===== src/verilog/ome_defines.vh =====
`ifndef OME_DEFINES_VH
`define OME_DEFINES_VH

// byte addresses of the register words
`define OME_ADDR_MANUAL      5'h00
`define OME_ADDR_READY       5'h04
`define OME_ADDR_MOD_REQ     5'h08
`define OME_ADDR_RUN         5'h0C
`define OME_ADDR_EXT_MODE    5'h10
`define OME_ADDR_FREQ_SEL    5'h14
`define OME_ADDR_CTRL3       5'h18

// bit positions inside an 8-bit register image
`define OME_BIT_EXT          7
`define OME_BIT_FAST         6
`define OME_BIT_SLOW         4
`define OME_BIT_SEC          3
`define OME_BIT_CONV         2
`define OME_BIT_SEC_PWR      6
`define OME_BIT_SEC_BUF      5

// writable bit mask of the manual request register
`define OME_MANUAL_MASK      8'hDC

// reset values
`define OME_MANUAL_RST       5'h00
`define OME_EXT_MODE_RST     3'h0
`define OME_FREQ_SEL_RST     3'h6
`define OME_SEC_BUF_RST      1'h0
`define OME_SEC_PWR_RST      1'h0

// reserved frequency selection codes
`define OME_FREQ_RSVD_A      3'h2
`define OME_FREQ_RSVD_B      3'h7

// start-up delay of each source in clock cycles
`define OME_START_EXT        8'h80
`define OME_START_FAST       8'h10
`define OME_START_SLOW       8'h20
`define OME_START_SEC        8'hC0
`define OME_START_CONV       8'h08

// avalon response codes
`define OME_RESP_OK          2'h0
`define OME_RESP_SLVERR      2'h2

`endif


===== src/verilog/ome_clk_force.v =====
// The implementer's own choices: the placing of the registers and the Avalon-MM interface to the registers.
`timescale 1ns/1ps
`include "ome_defines.vh"
module ome_clk_force (
  input  wire        clk_in,
  input  wire        rst_b_in,
  input  wire [4:0]  avs_address_in,
  input  wire        avs_read_in,
  input  wire        avs_write_in,
  input  wire [31:0] avs_writedata_in,
  input  wire [3:0]  avs_byteenable_in,
  output reg  [31:0] avs_readdata_out,
  output reg         avs_waitrequest_out,
  output reg  [1:0]  avs_response_out,
  input  wire        ext_mod_req_in,
  input  wire        fast_mod_req_in,
  input  wire        slow_mod_req_in,
  input  wire        sec_mod_req_in,
  input  wire        conv_mod_req_in,
  output wire        ext_run_out,
  output wire        fast_run_out,
  output wire        slow_run_out,
  output wire        sec_run_out,
  output wire        conv_run_out,
  output wire        ext_ready_out,
  output wire        fast_ready_out,
  output wire        slow_ready_out,
  output wire        sec_ready_out,
  output wire        conv_ready_out,
  output reg  [2:0]  external_clock_mode_cfg_out,
  output reg  [2:0]  fast_clock_freq_select_out,
  output reg         secondary_clk_buffer_en_out,
  output reg         secondary_clk_power_sel_out
);

  // five-bit vectors are ordered ext, fast, slow, secondary, converter from msb to lsb
  reg  [4:0] manual_q;
  reg  [4:0] manual_d;
  reg  [4:0] mod_req_q;
  wire [4:0] run_w;
  wire [4:0] ready_w;
  wire [4:0] mod_req_w;

  wire       req_w;
  wire       take_w;
  wire       lane0_we_w;
  wire       hit_w;
  reg  [31:0] rdata_d;

  reg  [2:0] ext_mode_d;
  reg  [2:0] freq_sel_d;
  reg        sec_buf_d;
  reg        sec_pwr_d;

  // spreads a five-bit source vector onto the 8-bit register layout, unused bits zero
  function [7:0] ome_pack;
    input [4:0] v;
    begin
      ome_pack                = 8'h00;
      ome_pack[`OME_BIT_EXT]  = v[4];
      ome_pack[`OME_BIT_FAST] = v[3];
      ome_pack[`OME_BIT_SLOW] = v[2];
      ome_pack[`OME_BIT_SEC]  = v[1];
      ome_pack[`OME_BIT_CONV] = v[0];
    end
  endfunction

  // gathers the five source bits back out of an 8-bit register image
  function [4:0] ome_unpack;
    input [7:0] b;
    begin
      ome_unpack = {b[`OME_BIT_EXT], b[`OME_BIT_FAST], b[`OME_BIT_SLOW], b[`OME_BIT_SEC], b[`OME_BIT_CONV]};
    end
  endfunction

  // true for an address that maps onto a register word
  function ome_mapped;
    input [4:0] a;
    begin
      case (a)
        `OME_ADDR_MANUAL:   ome_mapped = 1'b1;
        `OME_ADDR_READY:    ome_mapped = 1'b1;
        `OME_ADDR_MOD_REQ:  ome_mapped = 1'b1;
        `OME_ADDR_RUN:      ome_mapped = 1'b1;
        `OME_ADDR_EXT_MODE: ome_mapped = 1'b1;
        `OME_ADDR_FREQ_SEL: ome_mapped = 1'b1;
        `OME_ADDR_CTRL3:    ome_mapped = 1'b1;
        default:            ome_mapped = 1'b0;
      endcase
    end
  endfunction

  assign mod_req_w = {ext_mod_req_in, fast_mod_req_in, slow_mod_req_in, sec_mod_req_in, conv_mod_req_in};

  // bus handshake: a request is taken only while waitrequest is high, then answered one cycle later
  assign req_w      = avs_read_in | avs_write_in;
  assign take_w     = req_w & avs_waitrequest_out;
  assign hit_w      = ome_mapped(avs_address_in);
  assign lane0_we_w = take_w & avs_write_in & avs_byteenable_in[0];

  // manual request register
  always @* begin
    manual_d = manual_q;
    if (lane0_we_w && avs_address_in == `OME_ADDR_MANUAL) begin
      // only implemented positions are stored; bits 5, 1 and 0 have no storage
      manual_d = ome_unpack(avs_writedata_in[7:0] & `OME_MANUAL_MASK);
    end
  end

  // clock source configuration that the forced sources run with
  always @* begin
    ext_mode_d = external_clock_mode_cfg_out;
    freq_sel_d = fast_clock_freq_select_out;
    sec_buf_d  = secondary_clk_buffer_en_out;
    sec_pwr_d  = secondary_clk_power_sel_out;
    if (lane0_we_w && avs_address_in == `OME_ADDR_EXT_MODE) begin
      ext_mode_d = avs_writedata_in[2:0];
    end
    if (lane0_we_w && avs_address_in == `OME_ADDR_FREQ_SEL) begin
      // reserved codes are dropped so the fast oscillator never runs at an undefined rate
      if (avs_writedata_in[2:0] != `OME_FREQ_RSVD_A && avs_writedata_in[2:0] != `OME_FREQ_RSVD_B) begin
        freq_sel_d = avs_writedata_in[2:0];
      end
    end
    if (lane0_we_w && avs_address_in == `OME_ADDR_CTRL3) begin
      sec_buf_d = avs_writedata_in[`OME_BIT_SEC_BUF];
      sec_pwr_d = avs_writedata_in[`OME_BIT_SEC_PWR];
    end
  end

  // read data mux
  always @* begin
    rdata_d = 32'h0000_0000;
    case (avs_address_in)
      `OME_ADDR_MANUAL:   rdata_d[7:0] = ome_pack(manual_q);
      `OME_ADDR_READY:    rdata_d[7:0] = ome_pack(ready_w);
      `OME_ADDR_MOD_REQ:  rdata_d[7:0] = ome_pack(mod_req_q);
      `OME_ADDR_RUN:      rdata_d[7:0] = ome_pack(run_w);
      `OME_ADDR_EXT_MODE: rdata_d[2:0] = external_clock_mode_cfg_out;
      `OME_ADDR_FREQ_SEL: rdata_d[2:0] = fast_clock_freq_select_out;
      `OME_ADDR_CTRL3: begin
        rdata_d[`OME_BIT_SEC_BUF] = secondary_clk_buffer_en_out;
        rdata_d[`OME_BIT_SEC_PWR] = secondary_clk_power_sel_out;
      end
      default:            rdata_d = 32'h0000_0000;
    endcase
  end

  always @(posedge clk_in) begin
    if (!rst_b_in) begin
      manual_q                    <= `OME_MANUAL_RST;
      mod_req_q                   <= 5'h00;
      external_clock_mode_cfg_out <= `OME_EXT_MODE_RST;
      fast_clock_freq_select_out  <= `OME_FREQ_SEL_RST;
      secondary_clk_buffer_en_out <= `OME_SEC_BUF_RST;
      secondary_clk_power_sel_out <= `OME_SEC_PWR_RST;
    end else begin
      manual_q                    <= manual_d;
      mod_req_q                   <= mod_req_w;
      external_clock_mode_cfg_out <= ext_mode_d;
      fast_clock_freq_select_out  <= freq_sel_d;
      secondary_clk_buffer_en_out <= sec_buf_d;
      secondary_clk_power_sel_out <= sec_pwr_d;
    end
  end

  // waitrequest idles high; it drops for exactly the one cycle that answers a taken request
  always @(posedge clk_in) begin
    if (!rst_b_in) begin
      avs_waitrequest_out <= 1'b1;
      avs_readdata_out    <= 32'h0000_0000;
      avs_response_out    <= `OME_RESP_OK;
    end else if (take_w) begin
      avs_waitrequest_out <= 1'b0;
      avs_readdata_out    <= avs_read_in ? rdata_d : 32'h0000_0000;
      avs_response_out    <= hit_w ? `OME_RESP_OK : `OME_RESP_SLVERR;
    end else begin
      avs_waitrequest_out <= 1'b1;
      avs_readdata_out    <= 32'h0000_0000;
      avs_response_out    <= `OME_RESP_OK;
    end
  end

  // the merge registers the OR so the run outputs never glitch with request edges
  ome_req_merge u_merge (
    .clk_in     (clk_in),
    .rst_b_in   (rst_b_in),
    .manual_in  (manual_q),
    .mod_req_in (mod_req_w),
    .run_out    (run_w)
  );

  assign ext_run_out  = run_w[4];
  assign fast_run_out = run_w[3];
  assign slow_run_out = run_w[2];
  assign sec_run_out  = run_w[1];
  assign conv_run_out = run_w[0];

  ome_osc_start #(
    .START_CYCLES (`OME_START_EXT)
  ) u_start_ext (
    .clk_in    (clk_in),
    .rst_b_in  (rst_b_in),
    .run_in    (run_w[4]),
    .ready_out (ready_w[4])
  );

  ome_osc_start #(
    .START_CYCLES (`OME_START_FAST)
  ) u_start_fast (
    .clk_in    (clk_in),
    .rst_b_in  (rst_b_in),
    .run_in    (run_w[3]),
    .ready_out (ready_w[3])
  );

  ome_osc_start #(
    .START_CYCLES (`OME_START_SLOW)
  ) u_start_slow (
    .clk_in    (clk_in),
    .rst_b_in  (rst_b_in),
    .run_in    (run_w[2]),
    .ready_out (ready_w[2])
  );

  ome_osc_start #(
    .START_CYCLES (`OME_START_SEC)
  ) u_start_sec (
    .clk_in    (clk_in),
    .rst_b_in  (rst_b_in),
    .run_in    (run_w[1]),
    .ready_out (ready_w[1])
  );

  ome_osc_start #(
    .START_CYCLES (`OME_START_CONV)
  ) u_start_conv (
    .clk_in    (clk_in),
    .rst_b_in  (rst_b_in),
    .run_in    (run_w[0]),
    .ready_out (ready_w[0])
  );

  assign ext_ready_out  = ready_w[4];
  assign fast_ready_out = ready_w[3];
  assign slow_ready_out = ready_w[2];
  assign sec_ready_out  = ready_w[1];
  assign conv_ready_out = ready_w[0];

endmodule


===== src/verilog/ome_osc_start.v =====
`timescale 1ns/1ps
module ome_osc_start #(
  parameter [7:0] START_CYCLES = 8'h10
) (
  input  wire clk_in,
  input  wire rst_b_in,
  input  wire run_in,
  output reg  ready_out
);
  reg [7:0] cnt_q;

  // the count restarts from zero whenever the source stops, so a brief stop costs a full start-up
  always @(posedge clk_in) begin
    if (!rst_b_in) begin
      cnt_q     <= 8'h00;
      ready_out <= 1'b0;
    end else if (!run_in) begin
      cnt_q     <= 8'h00;
      ready_out <= 1'b0;
    end else if (cnt_q != START_CYCLES) begin
      cnt_q     <= cnt_q + 8'h01;
      ready_out <= 1'b0;
    end else begin
      ready_out <= 1'b1;
    end
  end
endmodule


===== src/verilog/ome_req_merge.v =====
`timescale 1ns/1ps
module ome_req_merge (
  input  wire       clk_in,
  input  wire       rst_b_in,
  input  wire [4:0] manual_in,
  input  wire [4:0] mod_req_in,
  output reg  [4:0] run_out
);
  always @(posedge clk_in) begin
    if (!rst_b_in) begin
      run_out <= 5'h00;
    end else begin
      run_out <= manual_in | mod_req_in;
    end
  end
endmodule

===== config.mk =====
export PLATFORM = sky130hd
export DESIGN_NAME = ome_clk_force
export DESIGN_NICKNAME = d
export VERILOG_FILES = /design/src/verilog/ome_clk_force.v /design/src/verilog/ome_osc_start.v /design/src/verilog/ome_req_merge.v
export VERILOG_INCLUDE_DIRS = /design/src /design/src/verilog
export SDC_FILE = /design/constraint.sdc
export NUM_CORES = 1
export LEC_CHECK = 0
export BUFFER_PORTS_ARGS = -buffer_cell sky130_fd_sc_hd__buf_2
export CAP_MARGIN = 10
export CORE_ASPECT_RATIO = 0.7
export CORE_MARGIN = 1.5
export CORE_UTILIZATION = 35
export DETAILED_ROUTE_END_ITERATION = 10
export MAX_ROUTING_LAYER = met4
export PLACE_DENSITY = 0.64
export RECOVER_POWER = 25
export SETUP_SLACK_MARGIN = 0.4
export SYNTH_ARGS = -nofsm -noshare
export SYNTH_HDL_FRONTEND = slang
export SYNTH_HIERARCHICAL = 1
export SYNTH_SLANG_ARGS = --single-unit

===== constraint.sdc =====
create_clock -name clk_in -period 2.79 [get_ports clk_in]
set_clock_uncertainty 0.2 [all_clocks]
set_input_delay 0.1395 -clock clk_in [delete_from_list [all_inputs] [get_ports clk_in]]
set_output_delay 0.1395 -clock clk_in [all_outputs]
set_load 0.05 [all_outputs]

==> reports/metrics.csv, run 1 <==
stage,metric,value,unit
drt,drt wl/cell,13.6,µm
worst_setup_path,CP Buf/Inv Count,1,
clock_tree,clock sink count,78,
floorplanning,Initial Utilization,35.9,%
outcome,status,finished with violations,
clock_tree,Num CTS Buffers,9,
power,Flop pwr share,42.3,%
logic_synthesis,#FFs+latches synth,78,
logic_synthesis,"top cells by count, synth","78 x dfxtp_1, 38 x nand3_1, 29 x a21oi_1",
logic_synthesis,cell with the most instances after synthesis,dfxtp_1,
layout,layout cells sized above 1,14.0,%
floorplanning,Die ar.,11200,µm²
drt,# DRC,8,
floorplanning,height of the die,89.1,µm
clock_tree,H-tree depth,3,
place,DP Worst Slack,0.875,ns
layout,Antenna Cells,0,
timing,fin crit period,2.20,ns
worst_setup_path,Worst path max stage delay,0.56,ns
layout,Layout area overhead,20.6,%
layout,area occupied by multi-input gates,1930,µm²
power,peak supply drop,0.324,mV
layout,post-route cell area,4470,µm²
layout,Fill cells,1013,
floorplanning,I/O pin cnt,103,
logic_synthesis,Post-Syn Instances,407,
place,post-DP HPWL,5910,µm
logic_synthesis,register area share after synthesis,42.1,%
logic_synthesis,post-synth top area share,42.1,%
timing,Final Hold Fails,0,
worst_setup_path,slowest CP cell,dlygate4sd3_1,
worst_setup_path,worst path cell trace,nand3_2 > a2111oi_4 > mux2i_1 > dlygate4sd3_1,
floorplanning,core area,10300,µm²
clock_tree,CTS tree,done,
layout,register area,1560,µm²
power,Switching Fraction,23.1,%
timing,RSZ-0062 raised after global routing,false,
clock_tree,clk buf depth,2,
place,number of port buffers,50,
worst_setup_path,Worst EP required,2.86,ns
global_routing,largest net degree at the start of global routing,30,
logic_synthesis,"Async S/R FF share, synth",0,%
place,placed cell area,3960,µm²
worst_setup_path,Critical Path Sink Type,flop,
layout,final-stage net count,535,
global_routing,gr usage total,15.9,%
power,LEAKAGE,1.58,nW
clock_tree,Worst-path clk slew,0.06,ns
logic_synthesis,Syn Area/Cell,9.10,µm²
worst_setup_path,critical path arrival,2.27,ns
drt,drt first pass iters,8,
place,routability cong.,0.828,
timing,"Setup violations, final",0,
worst_setup_path,critical path class,flop to flop,
drt,DR vias,3113,
hold_path,worst min path class,primary input to flop,
logic_synthesis,Yosys cell types,52,
worst_setup_path,crit path max fanout,8,
power,clock share of power,49.0,%
power,Comb power frac,8.7,%
outcome,failing checks,design-rule violations,
clock_tree,clock latency on the worst-skew pair,0.33,ns
power,P_sw,0.000624,W
global_routing,"Remaining Overflow, GRT",0,
floorplanning,row cnt,31,
drt,total wire length,8340,µm
worst_setup_path,CP Launch Type,flop,
floorplanning,Die Wd,126,µm
timing,fmax,455,MHz
drt,post-route ant nets,0,
logic_synthesis,number of synthesized flops with an enable pin,0,
global_routing,initial antenna violation count,0,
timing,total negative slack,0,ns
timing,hold_ws,0.0142,ns
logic_synthesis,synthesized cell area,3700,µm²
timing,slew margin rel.,41.9,%
drt,DR iter-0 viols,305,
logic_synthesis,"Top FF cell, synth",dfxtp_1,
logic_synthesis,largest cells by area after synthesis,"dfxtp_1 42%, buf_4 5.3%, nand3_1 5.1%",
power,P_int,0.00208,W
worst_setup_path,Crit path max-delay family,buffers and inverters,
timing,Worst-Margin Slew,0.860,ns
drt,vias per cell,5.09,
logic_synthesis,Yosys Warn Count,6,
job,Max-Cap Viols,0,
timing,fin worst setup slack,0.590,ns
power,PD cells,605,nW/µm²
global_routing,number of global-route vias before repair,2901,
clock_tree,clk root buf,clkbuf_16,
global_routing,first-pass GRT wire length,13900,µm
logic_synthesis,cell taking the most area after synthesis,dfxtp_1,
timing,post-route clock period utilization,78.8,%
timing,pins over their slew limit,0,
[power by group through the flow]
stage / logic (W) / clock network [W] / registers (W)
after floorplan: 0.000172 / 0 / 0.00119
after global placement: 0.000211 / 0 / 0.00117
after detailed placement: 0.000214 / 0 / 0.00117
after CTS: 0.000234 / 0.00135 / 0.00114
after global routing: 0.000252 / 0.00140 / 0.00115
final: 0.000236 / 0.00133 / 0.00114
[tightest hold or removal path, cell delays in order]
cell and delay (ns):
buf_2 0.17, nand4_1 0.12, a21oi_1 0.06
[logic make-up (layout without fill, tap and decap cells)]
family | after synthesis | count (layout) | synth area share, %
AOI/OAI and AO/OA | 77 | 77 | 13.0
xor gates and xnor gates | 16 | 16 | 3.78
adders and majority gates | 10 | 10 | 3.38
buffers and inverters | 52 | 100 | 8.38
DFF | 78 | 78 | 42.1
muxes | 16 | 16 | 4.53
other | 1 | 25 | 0.101
and+or+nand+nor | 157 | 157 | 24.7
[cell type report]
cell class / count / share of cell area, %
multi-input combinational: 301 / 43.1
timing repair buffer: 69 / 9.32
inverter: 16 / 1.34
clock inverter: 4 / 2.13
clock buffer: 11 / 5.43
sequential: 78 / 34.9
tap: 132 / 3.70
[layer usage]
layer,wire length [µm],share of wire [%],track usage [%]
met1,3960,48,19.3
met2,3880,47,26.4
met3,388,4.7,3.83
met4,103,1.2,5.02
met5,0,0,-
[stage by stage]
| stage | std cells | total power [W] | utilization (%) |
|---|---|---|---|
| floorplan | 431 | 0.00136 | - |
| detailed placement | 577 | 0.00138 | 38.4 |
| finish | 611 | 0.00271 | 43.3 |
| global placement | 577 | 0.00138 | 38.4 |
| global route | 611 | 0.00280 | 43.3 |
| CTS | 611 | 0.00273 | 43.5 |
[placed cells by master, fill, tap and decap left out, types with 3 or more instances in the layout]
cell type and instances:
bufinv_16 3, inv_1 16, xor2_1 10, a21o_1 3, clkbuf_16 9, clkbuf_1 20
o21a_1 5, mux2_2 6, nand2_1 20, nor3_1 16, a21oi_1 29, o21ai_0 20
nand3_2 3, ha_1 10, nand4_1 12, o31ai_1 5, dlygate4sd3_1 19, conb_1 25
mux2i_1 10, dfxtp_1 78, o21ai_1 3, or3_1 16, xnor2_1 6, nand3_1 37
buf_2 31, or4b_4 3, and3_1 4, and2_1 5, nor4b_1 5, nor2_1 19
[path summary, 6_finish.rpt]
path | startpoint | end | slack [ns] | cells after the start
max | avs_waitrequest_out$_SDFF_PN1_ | fast_clock_freq_select_out[0]$_SDFFE_PN0P_ | 0.59 | 4
max reg2reg | avs_waitrequest_out$_SDFF_PN1_ | fast_clock_freq_select_out[0]$_SDFFE_PN0P_ | 0.59 | 4
min | avs_address_in[4] | secondary_clk_buffer_en_out$_SDFFE_PN0P_ | 0.01 | 3
min reg2reg | secondary_clk_buffer_en_out$_SDFFE_PN0P_ | avs_readdata_out[5]$_SDFF_PN0_ | 0.26 | 2
[what timing repair did]
item,CTS,global route
hold endpoints to repair,27,0
setup endpoints to repair,0,1
resized for setup,0,1
hold buffers,19,0
buffers inserted,0,0
[flip-flops by register name (all words and copies together), names as in the netlist, 3 cells and up]
signal	flops
fast_clock_freq_select_out	3
mod_req_q	5
u_start_sec/cnt_q	8
u_start_conv/cnt_q	8
manual_q	5
u_start_ext/cnt_q	8
avs_readdata_out	8
u_start_slow/cnt_q	8
u_start_fast/cnt_q	8
u_merge/run_out	5
external_clock_mode_cfg_out	3
Power figures use the tool's default switching activity.
==> inputs of run 2 (changes only) <==
==> constraint.sdc (replaced) <==
create_clock -name clk_in -period 2.15 [get_ports clk_in]
set_clock_uncertainty 0.2 [all_clocks]
set_input_delay 0.1075 -clock clk_in [delete_from_list [all_inputs] [get_ports clk_in]]
set_output_delay 0.1075 -clock clk_in [all_outputs]
set_load 0.05 [all_outputs]
==> reports/metrics.csv, run 2 (same netlist as run 1, synthesis figures left out) <==
stage,metric,value,unit,change
outcome,status,finished with violations,,
outcome,failing checks,design-rule violations,,
drt,DR iter-0 viols,274,,-10%
drt,Max Used Layer,met4,,
global_routing,largest net degree at the start of global routing,30,,unchanged
power,LEAKAGE,1.60,nW,+1.1%
timing,pins over their slew limit,0,,unchanged
place,routability cong.,0.827,,-0.12%
floorplanning,Die ar.,11200,µm²,unchanged
layout,most frequent cells in the layout,"77 x dfxtp_1, 38 x nand3_1, 34 x buf_2",,
timing,post-route clock period utilization,78.1,%,
power,P_sw,0.000796,W,+27%
drt,post-route ant nets,0,,unchanged
floorplanning,height of the die,89.1,µm,unchanged
drt,metal3 WL,457,µm,+18%
clock_tree,clock sink count,78,,unchanged
power,PD cells,752,nW/µm²,+24%
power,P_int,0.00259,W,+25%
timing,"Setup violations, final",0,,unchanged
timing,Final Hold Fails,0,,unchanged
worst_setup_path,worst path cell trace,buf_2 > dlygate4sd3_1 > a311oi_1 > dlygate4sd3_1 > nor2_1,,
place,DP Worst Slack,0.284,ns,-0.592 ns
worst_setup_path,Worst EP required,2.18,ns,-0.68 ns
layout,"commonest non-fill, non-tap cell in the layout",dfxtp_1,,
timing,Worst-Margin Slew,0.613,ns,-0.247 ns
clock_tree,Num CTS Buffers,9,,unchanged
timing,total negative slack,0,ns,unchanged
timing,RSZ-0062 raised after global routing,false,,
global_routing,"Remaining Overflow, GRT",0,,unchanged
layout,Non-Filler Instances,614,,+0.49%
worst_setup_path,slowest CP cell,dlygate4sd3_1,,
place,number of port buffers,50,,unchanged
place,post-DP HPWL,5850,µm,-0.94%
layout,Antenna Cells,0,,unchanged
floorplanning,Initial Utilization,35.9,%,unchanged
worst_setup_path,CP Launch Type,primary input,,
timing,slew margin rel.,59.3,%,+17 points
place,post-placement cell count,579,,+0.35%
clock_tree,CTS tree,done,,
worst_setup_path,Critical Path Sink Type,flop,,
clock_tree,Worst-path clk slew,0.06,ns,about the same
timing,fin crit period,1.68,ns,
power,clock share of power,47.0,%,-2.0 points
power,Comb power frac,9.2,%,+0.5 points
worst_setup_path,CP Buf/Inv Count,3,,+2
global_routing,number of global-route vias before repair,2813,,-3.0%
floorplanning,row cnt,31,,unchanged
drt,drt first pass iters,11,,+3
floorplanning,I/O pin cnt,103,,unchanged
drt,DR vias,3145,,+1.0%
worst_setup_path,critical path class,primary input to flop,,
worst_setup_path,crit path max fanout,9,,+1
timing,fin worst setup slack,0.470,ns,-0.120 ns
power,Flop pwr share,43.8,%,+1.5 points
global_routing,first-pass GRT wire length,13100,µm,-5.5%
layout,final-stage net count,537,,+0.37%
timing,fmax,595,MHz,
clock_tree,clk buf depth,2,,unchanged
drt,vias per cell,5.12,,+0.53%
drt,DRT met1 WL,3880,µm,-2.2%
drt,total wire length,8320,µm,-0.22%
clock_tree,clk root buf,clkbuf_16,,
drt,# DRC,8,,unchanged
floorplanning,Die Wd,126,µm,unchanged
worst_setup_path,cell mode on critical path,dlygate4sd3_1,,
drt,met2 WL post-DR,3930,µm,+1.2%
worst_setup_path,Worst path max stage delay,0.59,ns,+0.03 ns
hold_path,worst min path class,primary input to flop,,
worst_setup_path,critical path arrival,1.71,ns,-0.56 ns
clock_tree,H-tree depth,3,,unchanged
global_routing,gr usage total,15.1,%,-0.77 points
power,Switching Fraction,23.5,%,+0.42 points
layout,layout cells sized above 1,16.2,%,+2.2 points
floorplanning,core area,10300,µm²,unchanged
drt,drt wl/cell,13.6,µm,-0.70%
clock_tree,clock latency on the worst-skew pair,0.33,ns,about the same
power,peak supply drop,0.414,mV,+28%
job,Max-Cap Viols,0,,unchanged
global_routing,initial antenna violation count,0,,unchanged
power,Total Power,0.00339,W,+25%
layout,Layout area overhead,21.6,%,
worst_setup_path,Crit path max-delay family,buffers and inverters,,
[run 2: layer usage]
metal	track usage, %	vias to the layer above
li1	-	1568
met1	19.1	1497
met2	23.3	76
met5	-	-
met3	4.43	4
met4	5.22	0
[run 2: stage by stage]
step | utilization [%] | hold slack, ns | cell area, µm²
5_1_grt | 43.7 | 0.0247 | 4500
4_1_cts | 43.5 | 0.00510 | 4480
3_5_place_dp | 38.5 | 0.139 | 3980
6_report | 43.7 | 0.0241 | 4500
2_1_floorplan | - | 0.0250 | 3800
3_3_place_gp | 38.5 | 0.132 | 3980
[run 2: worst reg2reg max path, delay by kind of cell, from the launching register on]
family                   cells  cell delay, ns
AND/OR/NAND/NOR              1            0.48
flip-flops                   1            0.37
AO/OA/AOI/OAI                2            0.25
adder cells (fa/ha/maj)      1            0.16
buffers and inverters        1            0.10
[run 2: what timing repair did]
action / CTS / global route
hold buffers: 19 / 0
buffers inserted: 0 / 0
gates resized for setup: 0 / 10
hold endpoints to repair: 27 / 0
endpoints found under the setup margin: 0 / 23
[run 2: path summary, 6_finish.rpt]
path	start	end	slack, ns	cells after the start
max reg2reg	u_start_slow/cnt_q[0]$_SDFFE_PN0P_	u_start_slow/cnt_q[1]$_SDFFE_PN0P_	0.47	5
max	avs_address_in[0]	avs_response_out[1]$_SDFF_PN0_	0.47	5
min reg2reg	fast_clock_freq_select_out[0]$_SDFFE_PN0P_	fast_clock_freq_select_out[0]$_SDFFE_PN0P_	0.27	2
min	avs_address_in[3]	avs_readdata_out[2]$_SDFF_PN0_	0.02	3
[run 2: layout make-up]
type | instances | area (µm²)
clock buffer | 12 | 246
clock inverter | 4 | 70.1
fill | 1010 | 5810
inverter | 16 | 60.1
multi-input combinational | 301 | 1960
sequential | 78 | 1570
tap | 132 | 165
timing repair buffer | 71 | 435
[run 2: power groups by stage]
| stage | clock [W] | combinational [W] | sequential, W |
|---|---|---|---|
| after floorplan | 0 | 0.000223 | 0.00154 |
| after CTS | 0.00164 | 0.000305 | 0.00148 |
| after global placement | 0 | 0.000275 | 0.00151 |
| after global routing | 0.00169 | 0.000331 | 0.00149 |
| after detailed placement | 0 | 0.000278 | 0.00152 |
| final | 0.00159 | 0.000311 | 0.00148 |
